--- config.mk ---
export PLATFORM = sky130hd
export DESIGN_NAME = pteu_pin_task_event_unit
export DESIGN_NICKNAME = d
export VERILOG_FILES = /design/src/hdl/pteu_pin_task_event_unit.v
export VERILOG_INCLUDE_DIRS = /design/src /design/src/hdl
export SDC_FILE = /design/constraint.sdc
export NUM_CORES = 2
export LEC_CHECK = 0
export BUFFER_PORTS_ARGS = -buffer_cell sky130_fd_sc_hd__buf_2
export CAP_MARGIN = 20
export CELL_PAD_IN_SITES_DETAIL_PLACEMENT = 2
export CELL_PAD_IN_SITES_GLOBAL_PLACEMENT = 2
export CORE_ASPECT_RATIO = 0.8
export CORE_MARGIN = 10
export CORE_UTILIZATION = 36
export DETAILED_ROUTE_END_ITERATION = 10
export PLACE_DENSITY = 0.92
export SETUP_SLACK_MARGIN = 0.5
export SLEW_MARGIN = 10
export SYNTH_ARGS = -nofsm -noshare
export SYNTH_HDL_FRONTEND = slang
export SYNTH_SLANG_ARGS = --single-unit
--- constraint.sdc ---
create_clock -name clk -period 3.5 [get_ports clk]
set_input_delay 0.35 -clock clk [delete_from_list [all_inputs] [get_ports clk]]
set_output_delay 0.35 -clock clk [all_outputs]
set_load 0.02 [all_outputs]
--- src/hdl/pteu_defines.vh ---
// Constants for the eight-channel pin task and event unit.
// Assumes a 12-bit APB byte address and a 32-pin general purpose port.
`ifndef PTEU_DEFINES_VH
`define PTEU_DEFINES_VH

// Unit shape.
`define PTEU_NCH          8
`define PTEU_NPIN         32
`define PTEU_STRIDE       12'h004

// Register byte offsets.
`define PTEU_OFF_OUT      12'h000
`define PTEU_OFF_SET      12'h030
`define PTEU_OFF_CLR      12'h060
`define PTEU_OFF_EVIN     12'h100
`define PTEU_OFF_EVPORT   12'h17c
`define PTEU_OFF_CFG      12'h510
`define PTEU_OFF_WAKESEL  12'h600
`define PTEU_OFF_LATCH    12'h604
`define PTEU_OFF_PINLVL   12'h608

// Channel setup register fields.
`define PTEU_CFG_MODE     1:0
`define PTEU_CFG_PSEL     12:8
`define PTEU_CFG_POL      17:16
`define PTEU_CFG_INIT     20
`define PTEU_CFG_MASK     32'h0013_1f03
`define PTEU_CFG_RESET    32'h0000_0000

// Mode encodings.
`define PTEU_MODE_EVENT   2'h1
`define PTEU_MODE_TASK    2'h3

// Action / edge encodings.
`define PTEU_POL_NONE     2'h0
`define PTEU_POL_HIGH     2'h1
`define PTEU_POL_LOW      2'h2
`define PTEU_POL_TOGGLE   2'h3

// Pin sense encodings.
`define PTEU_SENSE_HIGH   2'h2
`define PTEU_SENSE_LOW    2'h3

`endif

--- src/hdl/pteu_pin_task_event_unit.v ---
// Eight-channel pin task and event unit with an APB register slave.
// Assumes the ordinary pin port supplies its output and direction values
// and its per-pin sense fields; pad inputs arrive asynchronously.
`default_nettype none
`include "pteu_defines.vh"

module pteu_pin_task_event_unit (
    input  wire        clk,
    input  wire        sys_rst,
    input  wire        psel,
    input  wire        penable,
    input  wire        pwrite,
    input  wire [11:0] paddr,
    input  wire [31:0] pwdata,
    output reg  [31:0] prdata,
    output reg         pready,
    output reg         pslverr,
    input  wire [31:0] padIn,
    input  wire [31:0] portOutValue,
    input  wire [31:0] portDirOut,
    input  wire [63:0] padSense,
    output reg  [31:0] padOut,
    output reg  [31:0] padOe,
    input  wire [7:0]  fabricSetTask,
    input  wire [7:0]  drive_low_task,
    input  wire [7:0]  fabricOutTask,
    output reg  [7:0]  eventInPulse,
    output reg         portEventPulse,
    input  wire        systemOffReq,
    output reg         wakeReset,
    output reg         wakeLine
);

    // Bus strobes: a write takes effect on the completing access edge.
    wire        wrEn   = psel & penable & pready & pwrite;
    wire        setupC = psel & ~penable;

    // Pad synchroniser stages and debounced level.
    reg  [31:0] sync1_q;
    reg  [31:0] sync2_q;
    reg  [31:0] sync3_q;
    reg  [31:0] pinLvl_q;
    reg  [31:0] pinPrev_q;
    wire [31:0] pinLvl_d;

    // Flattened per-channel state for the shared muxes.
    wire [255:0] cfgAll;
    wire [7:0]   levelAll;
    wire [7:0]   evFlagAll;
    wire [7:0]   evHitAll;
    wire [39:0]  selAll;
    wire [15:0]  modeAll;

    // Wake line sources.
    reg         wakeSel_q;
    reg  [31:0] latch_q;
    reg         portFlag_q;
    reg  [31:0] senseMatch;
    wire        latchClr = wrEn & (paddr == `PTEU_OFF_LATCH);
    wire        wakeRaw;

    // Three-stage pad capture; a level counts once stages two and three agree.
    always @(posedge clk) begin
        if (sys_rst) begin
            sync1_q   <= 32'h0000_0000;
            sync2_q   <= 32'h0000_0000;
            sync3_q   <= 32'h0000_0000;
            pinLvl_q  <= 32'h0000_0000;
            pinPrev_q <= 32'h0000_0000;
        end else begin
            sync1_q   <= padIn;
            sync2_q   <= sync1_q;
            sync3_q   <= sync2_q;
            pinLvl_q  <= pinLvl_d;
            pinPrev_q <= pinLvl_q;
        end
    end

    assign pinLvl_d = (sync2_q & sync3_q) | (pinLvl_q & (sync2_q ^ sync3_q));

    // Per-channel setup register, pin level and input event logic.
    genvar n;
    generate
        for (n = 0; n < `PTEU_NCH; n = n + 1) begin : gCh
            // Channel offset kept at full width, then cut to the bus width.
            localparam [31:0] OFS   = `PTEU_STRIDE * n;
            localparam [11:0] A_OUT = `PTEU_OFF_OUT + OFS[11:0];
            localparam [11:0] A_SET = `PTEU_OFF_SET + OFS[11:0];
            localparam [11:0] A_CLR = `PTEU_OFF_CLR + OFS[11:0];
            localparam [11:0] A_EV  = `PTEU_OFF_EVIN + OFS[11:0];
            localparam [11:0] A_CFG = `PTEU_OFF_CFG + OFS[11:0];

            reg  [31:0] cfg_q;
            reg         level_q;
            reg         evFlag_q;
            wire [1:0]  mode   = cfg_q[`PTEU_CFG_MODE];
            wire [1:0]  pol    = cfg_q[`PTEU_CFG_POL];
            wire [4:0]  sel    = cfg_q[`PTEU_CFG_PSEL];
            wire        cfgWr  = wrEn & (paddr == A_CFG);
            wire        toTask = pwdata[`PTEU_CFG_MODE] == `PTEU_MODE_TASK;
            // Software strobes and fabric strobes merge into one pulse.
            wire outStb = fabricOutTask[n]
                        | (wrEn & (paddr == A_OUT) & pwdata[0]);
            wire setStb = fabricSetTask[n]
                        | (wrEn & (paddr == A_SET) & pwdata[0]);
            wire clrStb = drive_low_task[n]
                        | (wrEn & (paddr == A_CLR) & pwdata[0]);
            wire cur    = pinLvl_q[sel];
            wire prev   = pinPrev_q[sel];
            reg         hit;

            // The setup register holds all controls of the channel.
            always @(posedge clk) begin
                if (sys_rst) begin
                    cfg_q <= `PTEU_CFG_RESET;
                end else if (cfgWr) begin
                    cfg_q <= pwdata & `PTEU_CFG_MASK;
                end
            end

            // Output level; the configurable task outranks drive-low,
            // which outranks drive-high, and action none swallows both.
            always @(posedge clk) begin
                if (sys_rst) begin
                    level_q <= 1'b0;
                end else if (cfgWr & toTask) begin
                    level_q <= pwdata[`PTEU_CFG_INIT];
                end else if (mode == `PTEU_MODE_TASK) begin
                    if (outStb) begin
                        case (pol)
                            `PTEU_POL_HIGH:   level_q <= 1'b1;
                            `PTEU_POL_LOW:    level_q <= 1'b0;
                            `PTEU_POL_TOGGLE: level_q <= ~level_q;
                            default:          level_q <= level_q;
                        endcase
                    end else if (clrStb) begin
                        level_q <= 1'b0;
                    end else if (setStb) begin
                        level_q <= 1'b1;
                    end
                end
            end

            // Edge condition on the bound pin in event mode.
            always @* begin
                hit = 1'b0;
                if (mode == `PTEU_MODE_EVENT) begin
                    case (pol)
                        `PTEU_POL_HIGH:   hit = cur & ~prev;
                        `PTEU_POL_LOW:    hit = ~cur & prev;
                        `PTEU_POL_TOGGLE: hit = cur ^ prev;
                        default:          hit = 1'b0;
                    endcase
                end
            end

            // Sticky event flag; a new event wins over a clearing write.
            always @(posedge clk) begin
                if (sys_rst) begin
                    evFlag_q <= 1'b0;
                end else if (hit) begin
                    evFlag_q <= 1'b1;
                end else if (wrEn & (paddr == A_EV) & ~pwdata[0]) begin
                    evFlag_q <= 1'b0;
                end
            end

            // Flattened copies feed the shared pad mux, the read decode and the input event pulses.
            assign cfgAll[n*32 +: 32] = cfg_q;
            assign levelAll[n]        = level_q;
            assign evFlagAll[n]       = evFlag_q;
            assign evHitAll[n]        = hit;
            assign selAll[n*5 +: 5]   = sel;
            assign modeAll[n*2 +: 2]  = mode;
        end
    endgenerate

    // Pad override: channels take pins from the ordinary port by mode.
    reg [31:0] padOut_d;
    reg [31:0] padOe_d;
    integer p;
    integer c;
    always @* begin
        padOut_d = portOutValue;
        padOe_d  = portDirOut;
        for (p = 0; p < `PTEU_NPIN; p = p + 1) begin
            for (c = 0; c < `PTEU_NCH; c = c + 1) begin
                if (selAll[c*5 +: 5] == p[4:0]) begin
                    if (modeAll[c*2 +: 2] == `PTEU_MODE_TASK) begin
                        padOut_d[p] = levelAll[c];
                        padOe_d[p]  = 1'b1;
                    end else if (modeAll[c*2 +: 2] == `PTEU_MODE_EVENT) begin
                        padOe_d[p]  = 1'b0;
                    end
                end
            end
        end
    end

    // Per-pin sense match against the ordinary port's sense fields.
    integer s;
    always @* begin
        senseMatch = 32'h0000_0000;
        for (s = 0; s < `PTEU_NPIN; s = s + 1) begin
            senseMatch[s] = ((padSense[s*2 +: 2] == `PTEU_SENSE_HIGH)
                             & pinLvl_q[s])
                          | ((padSense[s*2 +: 2] == `PTEU_SENSE_LOW)
                             & ~pinLvl_q[s]);
        end
    end

    // Latched sense record; write one clears, a live match wins.
    always @(posedge clk) begin
        if (sys_rst) begin
            latch_q   <= 32'h0000_0000;
            wakeSel_q <= 1'b0;
        end else begin
            latch_q <= senseMatch
                     | (latch_q & ~(latchClr ? pwdata : 32'h0000_0000));
            if (wrEn & (paddr == `PTEU_OFF_WAKESEL)) begin
                wakeSel_q <= pwdata[0];
            end
        end
    end

    // Wake source: live sense matches, or the latched record when chosen.
    // It needs no request of any kind and keeps running while all is idle.
    assign wakeRaw = wakeSel_q ? |latch_q : |senseMatch;

    // Wake line and port event. A latch clear with the record chosen drops the line for one
    // cycle so bits still set after it give a fresh rising edge.
    always @(posedge clk) begin
        if (sys_rst) begin
            wakeLine       <= 1'b0;
            portEventPulse <= 1'b0;
            portFlag_q     <= 1'b0;
            wakeReset      <= 1'b0;
        end else begin
            wakeLine       <= (latchClr & wakeSel_q) ? 1'b0
                                                     : wakeRaw;
            portEventPulse <= wakeRaw & ~wakeLine & ~(latchClr & wakeSel_q);
            if (wakeRaw & ~wakeLine & ~(latchClr & wakeSel_q)) begin
                portFlag_q <= 1'b1;
            end else if (wrEn & (paddr == `PTEU_OFF_EVPORT) & ~pwdata[0]) begin
                portFlag_q <= 1'b0;
            end
            wakeReset <= systemOffReq & wakeLine;
        end
    end

    // Read decode; task registers read as zero.
    reg  [31:0] rdData;
    reg         addrHit;
    integer     r;
    always @* begin
        rdData  = 32'h0000_0000;
        addrHit = 1'b0;
        for (r = 0; r < `PTEU_NCH; r = r + 1) begin
            if (paddr == `PTEU_OFF_OUT + `PTEU_STRIDE * r ||
                paddr == `PTEU_OFF_SET + `PTEU_STRIDE * r ||
                paddr == `PTEU_OFF_CLR + `PTEU_STRIDE * r) begin
                addrHit = 1'b1;
            end
            if (paddr == `PTEU_OFF_EVIN + `PTEU_STRIDE * r) begin
                addrHit = 1'b1;
                rdData  = {31'h0000_0000, evFlagAll[r]};
            end
            if (paddr == `PTEU_OFF_CFG + `PTEU_STRIDE * r) begin
                addrHit = 1'b1;
                rdData  = cfgAll[r*32 +: 32];
            end
        end
        case (paddr)
            `PTEU_OFF_EVPORT: begin
                addrHit = 1'b1;
                rdData  = {31'h0000_0000, portFlag_q};
            end
            `PTEU_OFF_WAKESEL: begin
                addrHit = 1'b1;
                rdData  = {31'h0000_0000, wakeSel_q};
            end
            `PTEU_OFF_LATCH: begin
                addrHit = 1'b1;
                rdData  = latch_q;
            end
            `PTEU_OFF_PINLVL: begin
                addrHit = 1'b1;
                rdData  = pinLvl_q;
            end
            default: begin
                addrHit = addrHit;
            end
        endcase
    end

    // APB answer: ready in the first access cycle, data taken at setup.
    always @(posedge clk) begin
        if (sys_rst) begin
            pready       <= 1'b0;
            pslverr      <= 1'b0;
            prdata       <= 32'h0000_0000;
            padOut       <= 32'h0000_0000;
            padOe        <= 32'h0000_0000;
            eventInPulse <= 8'h00;
        end else begin
            pready       <= setupC;
            pslverr      <= setupC & ~addrHit;
            prdata       <= setupC & ~pwrite ? rdData : 32'h0000_0000;
            padOut       <= padOut_d;
            padOe        <= padOe_d;
            eventInPulse <= evHitAll;
        end
    end

endmodule
`default_nettype wire

==> flow_summary.html, run 1 <==
<table>
<tr><th>Metric</th><th>Value</th></tr>
<tr><th colspan="2">Yosys</th></tr>
<tr><td>Yosys cell types</td><td>94</td></tr>
<tr><td>Number of enable-type register cells in the synthesized netlist</td><td>0</td></tr>
<tr><td>Number of register bits inferred by synthesis</td><td>399</td></tr>
<tr><td>Avg Inst Size Synth</td><td>about 8.3 um^2</td></tr>
<tr><td>Synth warnings</td><td>0</td></tr>
<tr><td>Cell Area, Synth</td><td>roughly 28,000 um^2</td></tr>
<tr><td>Sequential share of the synthesized area</td><td>0.281</td></tr>
<tr><td>Synth top area share</td><td>0.281</td></tr>
<tr><td>Ys flop type</td><td>dfxtp_1</td></tr>
<tr><td>Cell taking the most area after synthesis</td><td>dfxtp_1</td></tr>
<tr><td>Leading post-synthesis cells by cell area</td><td>dfxtp_1 28%, mux4_2 13%, nand2_1 5.1%</td></tr>
<tr><td>Nets in the synthesized netlist</td><td>roughly 3,800</td></tr>
<tr><td>Post-synthesis instance total</td><td>3,443</td></tr>
<tr><td>Share of async-settable or async-resettable flops after synthesis</td><td>0</td></tr>
<tr><th colspan="2">Global route</th></tr>
<tr><td>Remaining global-route overflow</td><td>3</td></tr>
<tr><td>Aggregate global-route resource usage</td><td>0.710</td></tr>
<tr><td>Pin count of the biggest net entering global routing</td><td>~170</td></tr>
<tr><th colspan="2">Die</th></tr>
<tr><td>Vert. Die Dim</td><td>about 270 um</td></tr>
<tr><td>Width of the chip</td><td>334 um</td></tr>
<tr><td>Top Ports</td><td>approximately 340</td></tr>
<tr><td>Initial Util</td><td>0.362</td></tr>
<tr><td>Site Rows</td><td>between 90 and 100</td></tr>
<tr><th colspan="2">Status</th></tr>
<tr><td>Result of the run</td><td>stopped before the end</td></tr>
<tr><td>Stage at which the flow ended</td><td>global routing (5_1_grt)</td></tr>
<tr><td>Error text reported by the tool</td><td>[ERROR GRT-0232] Routing congestion too high. Check the congestion heatmap in the GUI.</td></tr>
<tr><th colspan="2">Clock tree</th></tr>
<tr><td>Depth of the CTS H-tree</td><td>2</td></tr>
<tr><td>Total CTS buffers</td><td>45</td></tr>
<tr><td>Clock net sink count</td><td>~400</td></tr>
<tr><td>Buffer type at the clock tree root</td><td>clkbuf_16</td></tr>
<tr><td>Number of buffers on the longest clock path</td><td>3</td></tr>
<tr><th colspan="2">Placement</th></tr>
<tr><td>Pre-CTS worst setup slack</td><td>-159 ps</td></tr>
<tr><td>Half-perimeter wire length after placement</td><td>156,000 um</td></tr>
<tr><td>Final weighted congestion in routability-driven placement</td><td>1.07</td></tr>
<tr><td>Port bufs</td><td>about 340</td></tr>
</table>
-- kinds of logic after synthesis --
kind of cell | after synthesis | synth area share
flip-flops | 399 | 0.281
buffers and inverters | 377 | 0.0530
AND/OR/NAND/NOR | 1440 | 0.263
multiplexers | 218 | 0.147
AO/OA/AOI/OAI | 896 | 0.211
adder cells (fa/ha/maj) | 80 | 0.0352
XOR/XNOR | 33 | 0.0102
-- synthesized netlist by cell type (25+ instances only) --
library cell and instances:
a211oi_1 29, a21oi_1 242, a221oi_1 29, a22oi_1 82
a31oi_1 51, and3_1 29, buf_1 30, buf_2 69
clkbuf_1 227, dfxtp_1 399, ha_1 80, inv_1 48
mux2i_1 53, mux4_2 160, nand2_1 384, nand2b_1 56
nand3_1 156, nand4_1 30, nor2_1 302, nor2b_1 174
nor3_1 84, nor4_1 29, o211ai_1 26, o21ai_0 130
o22ai_1 64, o31ai_1 25, xor2_1 32
-- per-stage QoR --
step | area [um^2] | setup TNS, ps | cells
after detailed placement | 33000 | -305 | 4854
after CTS | 35800 | 0 | 5007
after floorplan | 28400 | 0 | 3443
after global placement | 33000 | 0 | 4853
-- per-layer routing --
| metal | overflow | track usage |
|---|---|---|
| met1 | 0 | 0.676 |
| met2 | 0 | 0.828 |
| met3 | 1 | 0.662 |
| met4 | 2 | 0.659 |
| met5 | 0 | 0.564 |
-- timing repair --
action                                  CTS
cloned                                    7
pin swaps                                 4
hold buffers                             39
endpoints found under the hold margin    39
endpoints found under the setup margin   36
gates resized for setup                 115
setup buffers                            27
==> inputs of run 2 (changes only) <==
CELL_PAD_IN_SITES_DETAIL_PLACEMENT = not set   (was 2)
CELL_PAD_IN_SITES_GLOBAL_PLACEMENT = not set   (was 2)
CORE_ASPECT_RATIO = not set   (was 0.8)
CORE_UTILIZATION = 30   (was 36)
PLACE_DENSITY = not set   (was 0.92)
PLACE_DENSITY_LB_ADDON = 0.15   (was not set)
SETUP_SLACK_MARGIN = not set   (was 0.5)
==> run 2 against run 1 <==
Synthesized cell count unchanged. Synthesized area unchanged. The flow now finishes without violations.
==> flow_summary.html, run 2 <==
<table>
<tr><th>Metric</th><th>Value</th></tr>
<tr><th colspan="2">Global route</th></tr>
<tr><td>Pin count of the biggest net entering global routing</td><td>130</td></tr>
<tr><td>Met2 global-route usage</td><td>0.463</td></tr>
<tr><td>Most used routing layer in global routing</td><td>met2</td></tr>
<tr><td>Via count of the first global-routing pass</td><td>30,600</td></tr>
<tr><td>Initial antenna violation count</td><td>8</td></tr>
<tr><td>Met3 global-route usage</td><td>0.0602</td></tr>
<tr><td>Remaining global-route overflow</td><td>0</td></tr>
<tr><td>Global-route wire length before repair</td><td>~240,000 um</td></tr>
<tr><td>Global routing met1 resource utilization</td><td>0.401</td></tr>
<tr><td>Aggregate global-route resource usage</td><td>0.297</td></tr>
<tr><th colspan="2">Yosys</th></tr>
<tr><td>Yosys cell types</td><td>94</td></tr>
<tr><td>Post-synthesis compound-gate area fraction</td><td>0.211</td></tr>
<tr><td>Sequential share of the synthesized area</td><td>0.281</td></tr>
<tr><td>Synth top area share</td><td>0.281</td></tr>
<tr><td>Simple-gate share of the synthesized area</td><td>0.263</td></tr>
<tr><td>Portion of netlist area occupied by mux cells</td><td>0.147</td></tr>
<tr><td>Leading post-synthesis cells by cell area</td><td>dfxtp_1 28%, mux4_2 13%, nand2_1 5.1%</td></tr>
<tr><td>Post-synthesis instance total</td><td>around 3,400</td></tr>
<tr><td>Area share of fa/ha/maj cells after synthesis</td><td>0.0352</td></tr>
<tr><td>Synth warnings</td><td>0</td></tr>
<tr><td>Largest family of logic cells by synthesized area</td><td>simple AND/OR/NAND/NOR gates</td></tr>
<tr><td>Most frequent cell after synthesis</td><td>dfxtp_1</td></tr>
<tr><td>Nets in the synthesized netlist</td><td>about 3,800</td></tr>
<tr><td>Ys flop type</td><td>dfxtp_1</td></tr>
<tr><td>Cell taking the most area after synthesis</td><td>dfxtp_1</td></tr>
<tr><td>Share of async-settable or async-resettable flops after synthesis</td><td>0</td></tr>
<tr><td>Number of register bits inferred by synthesis</td><td>399</td></tr>
<tr><td>Avg Inst Size Synth</td><td>8.26 um^2</td></tr>
<tr><td>Most numerous cell types in the synthesized netlist</td><td>399 x dfxtp_1, 384 x nand2_1, 302 x nor2_1</td></tr>
<tr><td>Number of enable-type register cells in the synthesized netlist</td><td>0</td></tr>
<tr><td>Cell Area, Synth</td><td>between 20,000 and 30,000 um^2</td></tr>
<tr><td>Post-synthesis xor/xnor area fraction</td><td>0.0102</td></tr>
<tr><th colspan="2">Die</th></tr>
<tr><td>Initial Util</td><td>0.303</td></tr>
<tr><td>Width of the chip</td><td>between 300 and 400 um</td></tr>
<tr><td>Top Ports</td><td>roughly 340</td></tr>
<tr><td>Site Rows</td><td>~110</td></tr>
<tr><td>Full die area</td><td>approximately 110,000 um^2</td></tr>
<tr><td>Vert. Die Dim</td><td>328 um</td></tr>
<tr><td>Floorplan Core Area</td><td>approximately 94,000 um^2</td></tr>
<tr><th colspan="2">Layout</th></tr>
<tr><td>Leading cell type in the layout, fill and taps excluded</td><td>dfxtp_1</td></tr>
<tr><td>Commonest cells after routing, fill and taps aside</td><td>396 x dfxtp_1, 384 x nand2_1, 341 x buf_2</td></tr>
<tr><td>Largest Register</td><td>gCh.cfg_q</td></tr>
<tr><td>Post-route non-filler standard cell count</td><td>roughly 5,200</td></tr>
<tr><td>Area growth from synthesis to layout</td><td>25.7%</td></tr>
<tr><td>Number of flip-flops under the largest register name</td><td>80</td></tr>
<tr><td>Share of layout cells above drive strength 1</td><td>0.250</td></tr>
<tr><td>Number of nets at the end of the flow</td><td>4,253</td></tr>
<tr><th colspan="2">Critical path</th></tr>
<tr><td>Data arrival time of the worst path</td><td>roughly 3800 ps</td></tr>
<tr><td>Largest fanout of any net on the critical path</td><td>17</td></tr>
<tr><td>Worst r2r src</td><td>gCh[2].cfg_q[9]</td></tr>
<tr><td>Reg2reg path depth</td><td>7</td></tr>
<tr><td>CP endpoint</td><td>padOe[24]</td></tr>
<tr><td>Launching instance or port of the critical path</td><td>gCh[2].cfg_q[9]</td></tr>
<tr><td>Kind of capture point of the worst setup path</td><td>flop</td></tr>
<tr><td>Required @ worst endpoint</td><td>4000 ps</td></tr>
<tr><td>Worst setup slack for register-to-register paths</td><td>between 150 and 200 ps</td></tr>
<tr><td>Critical register-to-register path endpoint</td><td>padOe[24]</td></tr>
<tr><td>Start-to-end type of the worst setup path</td><td>flop to flop</td></tr>
<tr><td>Type of origin of the critical path</td><td>flop</td></tr>
<tr><th colspan="2">Status</th></tr>
<tr><td>Result of the run</td><td>completed</td></tr>
<tr><th colspan="2">Clock tree</th></tr>
<tr><td>Number of buffers on the longest clock path</td><td>3</td></tr>
<tr><td>TritonCTS clock tree</td><td>built</td></tr>
<tr><td>Buffer type at the clock tree root</td><td>clkbuf_16</td></tr>
<tr><td>Clock net sink count</td><td>roughly 400</td></tr>
<tr><td>Depth of the CTS H-tree</td><td>2</td></tr>
<tr><td>Number of gates resized after cts</td><td>0</td></tr>
<tr><td>Source-to-sink clock delay at the later pin of the worst-skew pair</td><td>660 ps</td></tr>
<tr><td>Total CTS buffers</td><td>between 40 and 50</td></tr>
<tr><td>Setup fix buffers added after clock tree synthesis</td><td>0</td></tr>
<tr><td>Clock transition at path regs</td><td>roughly 60 ps</td></tr>
<tr><th colspan="2">Drt</th></tr>
<tr><td>DR iter-0 viols</td><td>between 4,000 and 5,000</td></tr>
<tr><td>Average vias per placed instance</td><td>approximately 6</td></tr>
<tr><td>Total Wirelength</td><td>roughly 170,000 um</td></tr>
<tr><td>Post-detailed-route DRC marker count</td><td>0</td></tr>
<tr><td>Via count</td><td>32,000</td></tr>
<tr><td>First-pass iteration count of the detailed router</td><td>6</td></tr>
<tr><td>Number of nets with antenna violations after routing</td><td>0</td></tr>
<tr><td>Detail-routed net length per standard cell</td><td>31.9 um</td></tr>
<tr><th colspan="2">STA</th></tr>
<tr><td>Worst clock skew on the final layout</td><td>55.2 ps</td></tr>
<tr><td>Actual transition at the worst max-transition pin</td><td>approximately 1300 ps</td></tr>
<tr><td>Timing-limited maximum frequency</td><td>around 300 MHz</td></tr>
<tr><td>Worst slew slack as a fraction of its limit</td><td>0.139</td></tr>
<tr><td>Final-report max-slew violation count</td><td>0</td></tr>
<tr><td>Number of failing setup endpoints in the final timing report</td><td>0</td></tr>
<tr><td>Setup repair after global routing missed its margin</td><td>false</td></tr>
<tr><td>Number of failing hold endpoints at the final stage</td><td>0</td></tr>
<tr><td>PnR worst setup slack</td><td>159 ps</td></tr>
<tr><td>Post-route fraction of the period consumed by the critical path</td><td>0.954</td></tr>
<tr><td>Clock period minus worst slack</td><td>between 3000 and 4000 ps</td></tr>
<tr><td>Aggregate negative setup slack</td><td>0 ps</td></tr>
<tr><th colspan="2">Run</th></tr>
<tr><td># Max-Cap Violations</td><td>0</td></tr>
<tr><th colspan="2">Worst hold path</th></tr>
<tr><td>Hold crit path type</td><td>input pin to flop</td></tr>
<tr><td>Hold Path Stages</td><td>3</td></tr>
<tr><th colspan="2">Power and ir drop</th></tr>
<tr><td>VDD IR max</td><td>0.000380 V</td></tr>
<tr><td>Static leakage</td><td>between 0.01 and 0.015 uW</td></tr>
<tr><td>Power density over cell area</td><td>309 nW/um^2</td></tr>
<tr><th colspan="2">Placement</th></tr>
<tr><td>Final weighted congestion in routability-driven placement</td><td>just under 1</td></tr>
<tr><td>Half-perimeter wire length after placement</td><td>~130,000 um</td></tr>
<tr><td>Port bufs</td><td>about 340</td></tr>
<tr><td>Post-placement cell count</td><td>5,058</td></tr>
<tr><td>Pre-CTS worst setup slack</td><td>276 ps</td></tr>
</table>
## run 2: cell counts after synthesis
Identical to the previous run, type by type.
## run 2: repair_timing
action | CTS | global route
hold buffers | 86 | 0
endpoints found under the hold margin | 63 | 0
setup endpoints to repair | 0 | 0
## run 2: through the flow
| stage | utilization | instance area, um^2 | total power (uW) | hold WS (ps) |
|---|---|---|---|---|
| 3_5_place_dp | 0.354 | 33200 | 5750 | 424 |
| 2_1_floorplan | - | 28400 | 5230 | 414 |
| 3_3_place_gp | 0.354 | 33200 | 5750 | 419 |
| 5_1_grt | 0.381 | 35700 | 11400 | 24.7 |
| 4_1_cts | 0.381 | 35700 | 11100 | 9.02 |
| 6_report | 0.381 | 35700 | 11100 | 25.8 |
## run 2: layout make-up
type                            count  area [um^2]
Clock buffer                       60         1310
Inverter                           49          184
Clock inverter                     22          337
Multi-Input combinational cell   2667        19000
Timing Repair Buffer              775         5380
Sequential cell                   399         7990
Tap cell                         1254         1570
Fill cell                        9758        58000
Antenna cell                        5         12.5
## run 2: routing by layer
layer | part of all wire | up-vias
li1 | - | 13900
met1 | 0.42 | 15700
met2 | 0.44 | 2019
met3 | 0.096 | 321
met4 | 0.042 | 6
met5 | 0.00026 | -
## run 2: cell families after synthesis
logic type      Yosys count
compound gates          896
xor+xnor                 33
fa+ha+maj                80
buf+inv                 377
flops                   399
mux                     218
simple gates           1440
## run 2: where the power goes
part           switching, uW  leakage, uW  internal (uW)
Clock                   2200     0.000781           3100
Combinational            631      0.00914            412
Sequential              59.9      0.00326           4660
Total                   2890       0.0132           8170
## run 2: worst min-delay path by stage
stage,start,to,slack [ps]
floorplan,sync1_q[0],sync2_q[0],410
global placement,sync1_q[16],sync2_q[16],420
detailed placement,sync1_q[30],sync2_q[30],420
CTS,pwdata[4],latch_q[4],9
global route,padSense[17],latch_q[8],20
finish,padSense[17],latch_q[8],30
## run 2: worst max-delay path: stages, from the launching register on
cell and delay, ps:
dfxtp_1 960, buf_4 320, or4b_1 320, a2bb2o_1 330
a31oi_1 340, o221ai_1 380, a211oi_1 440, a211oi_1 100
(Power assumes the default switching activity.)
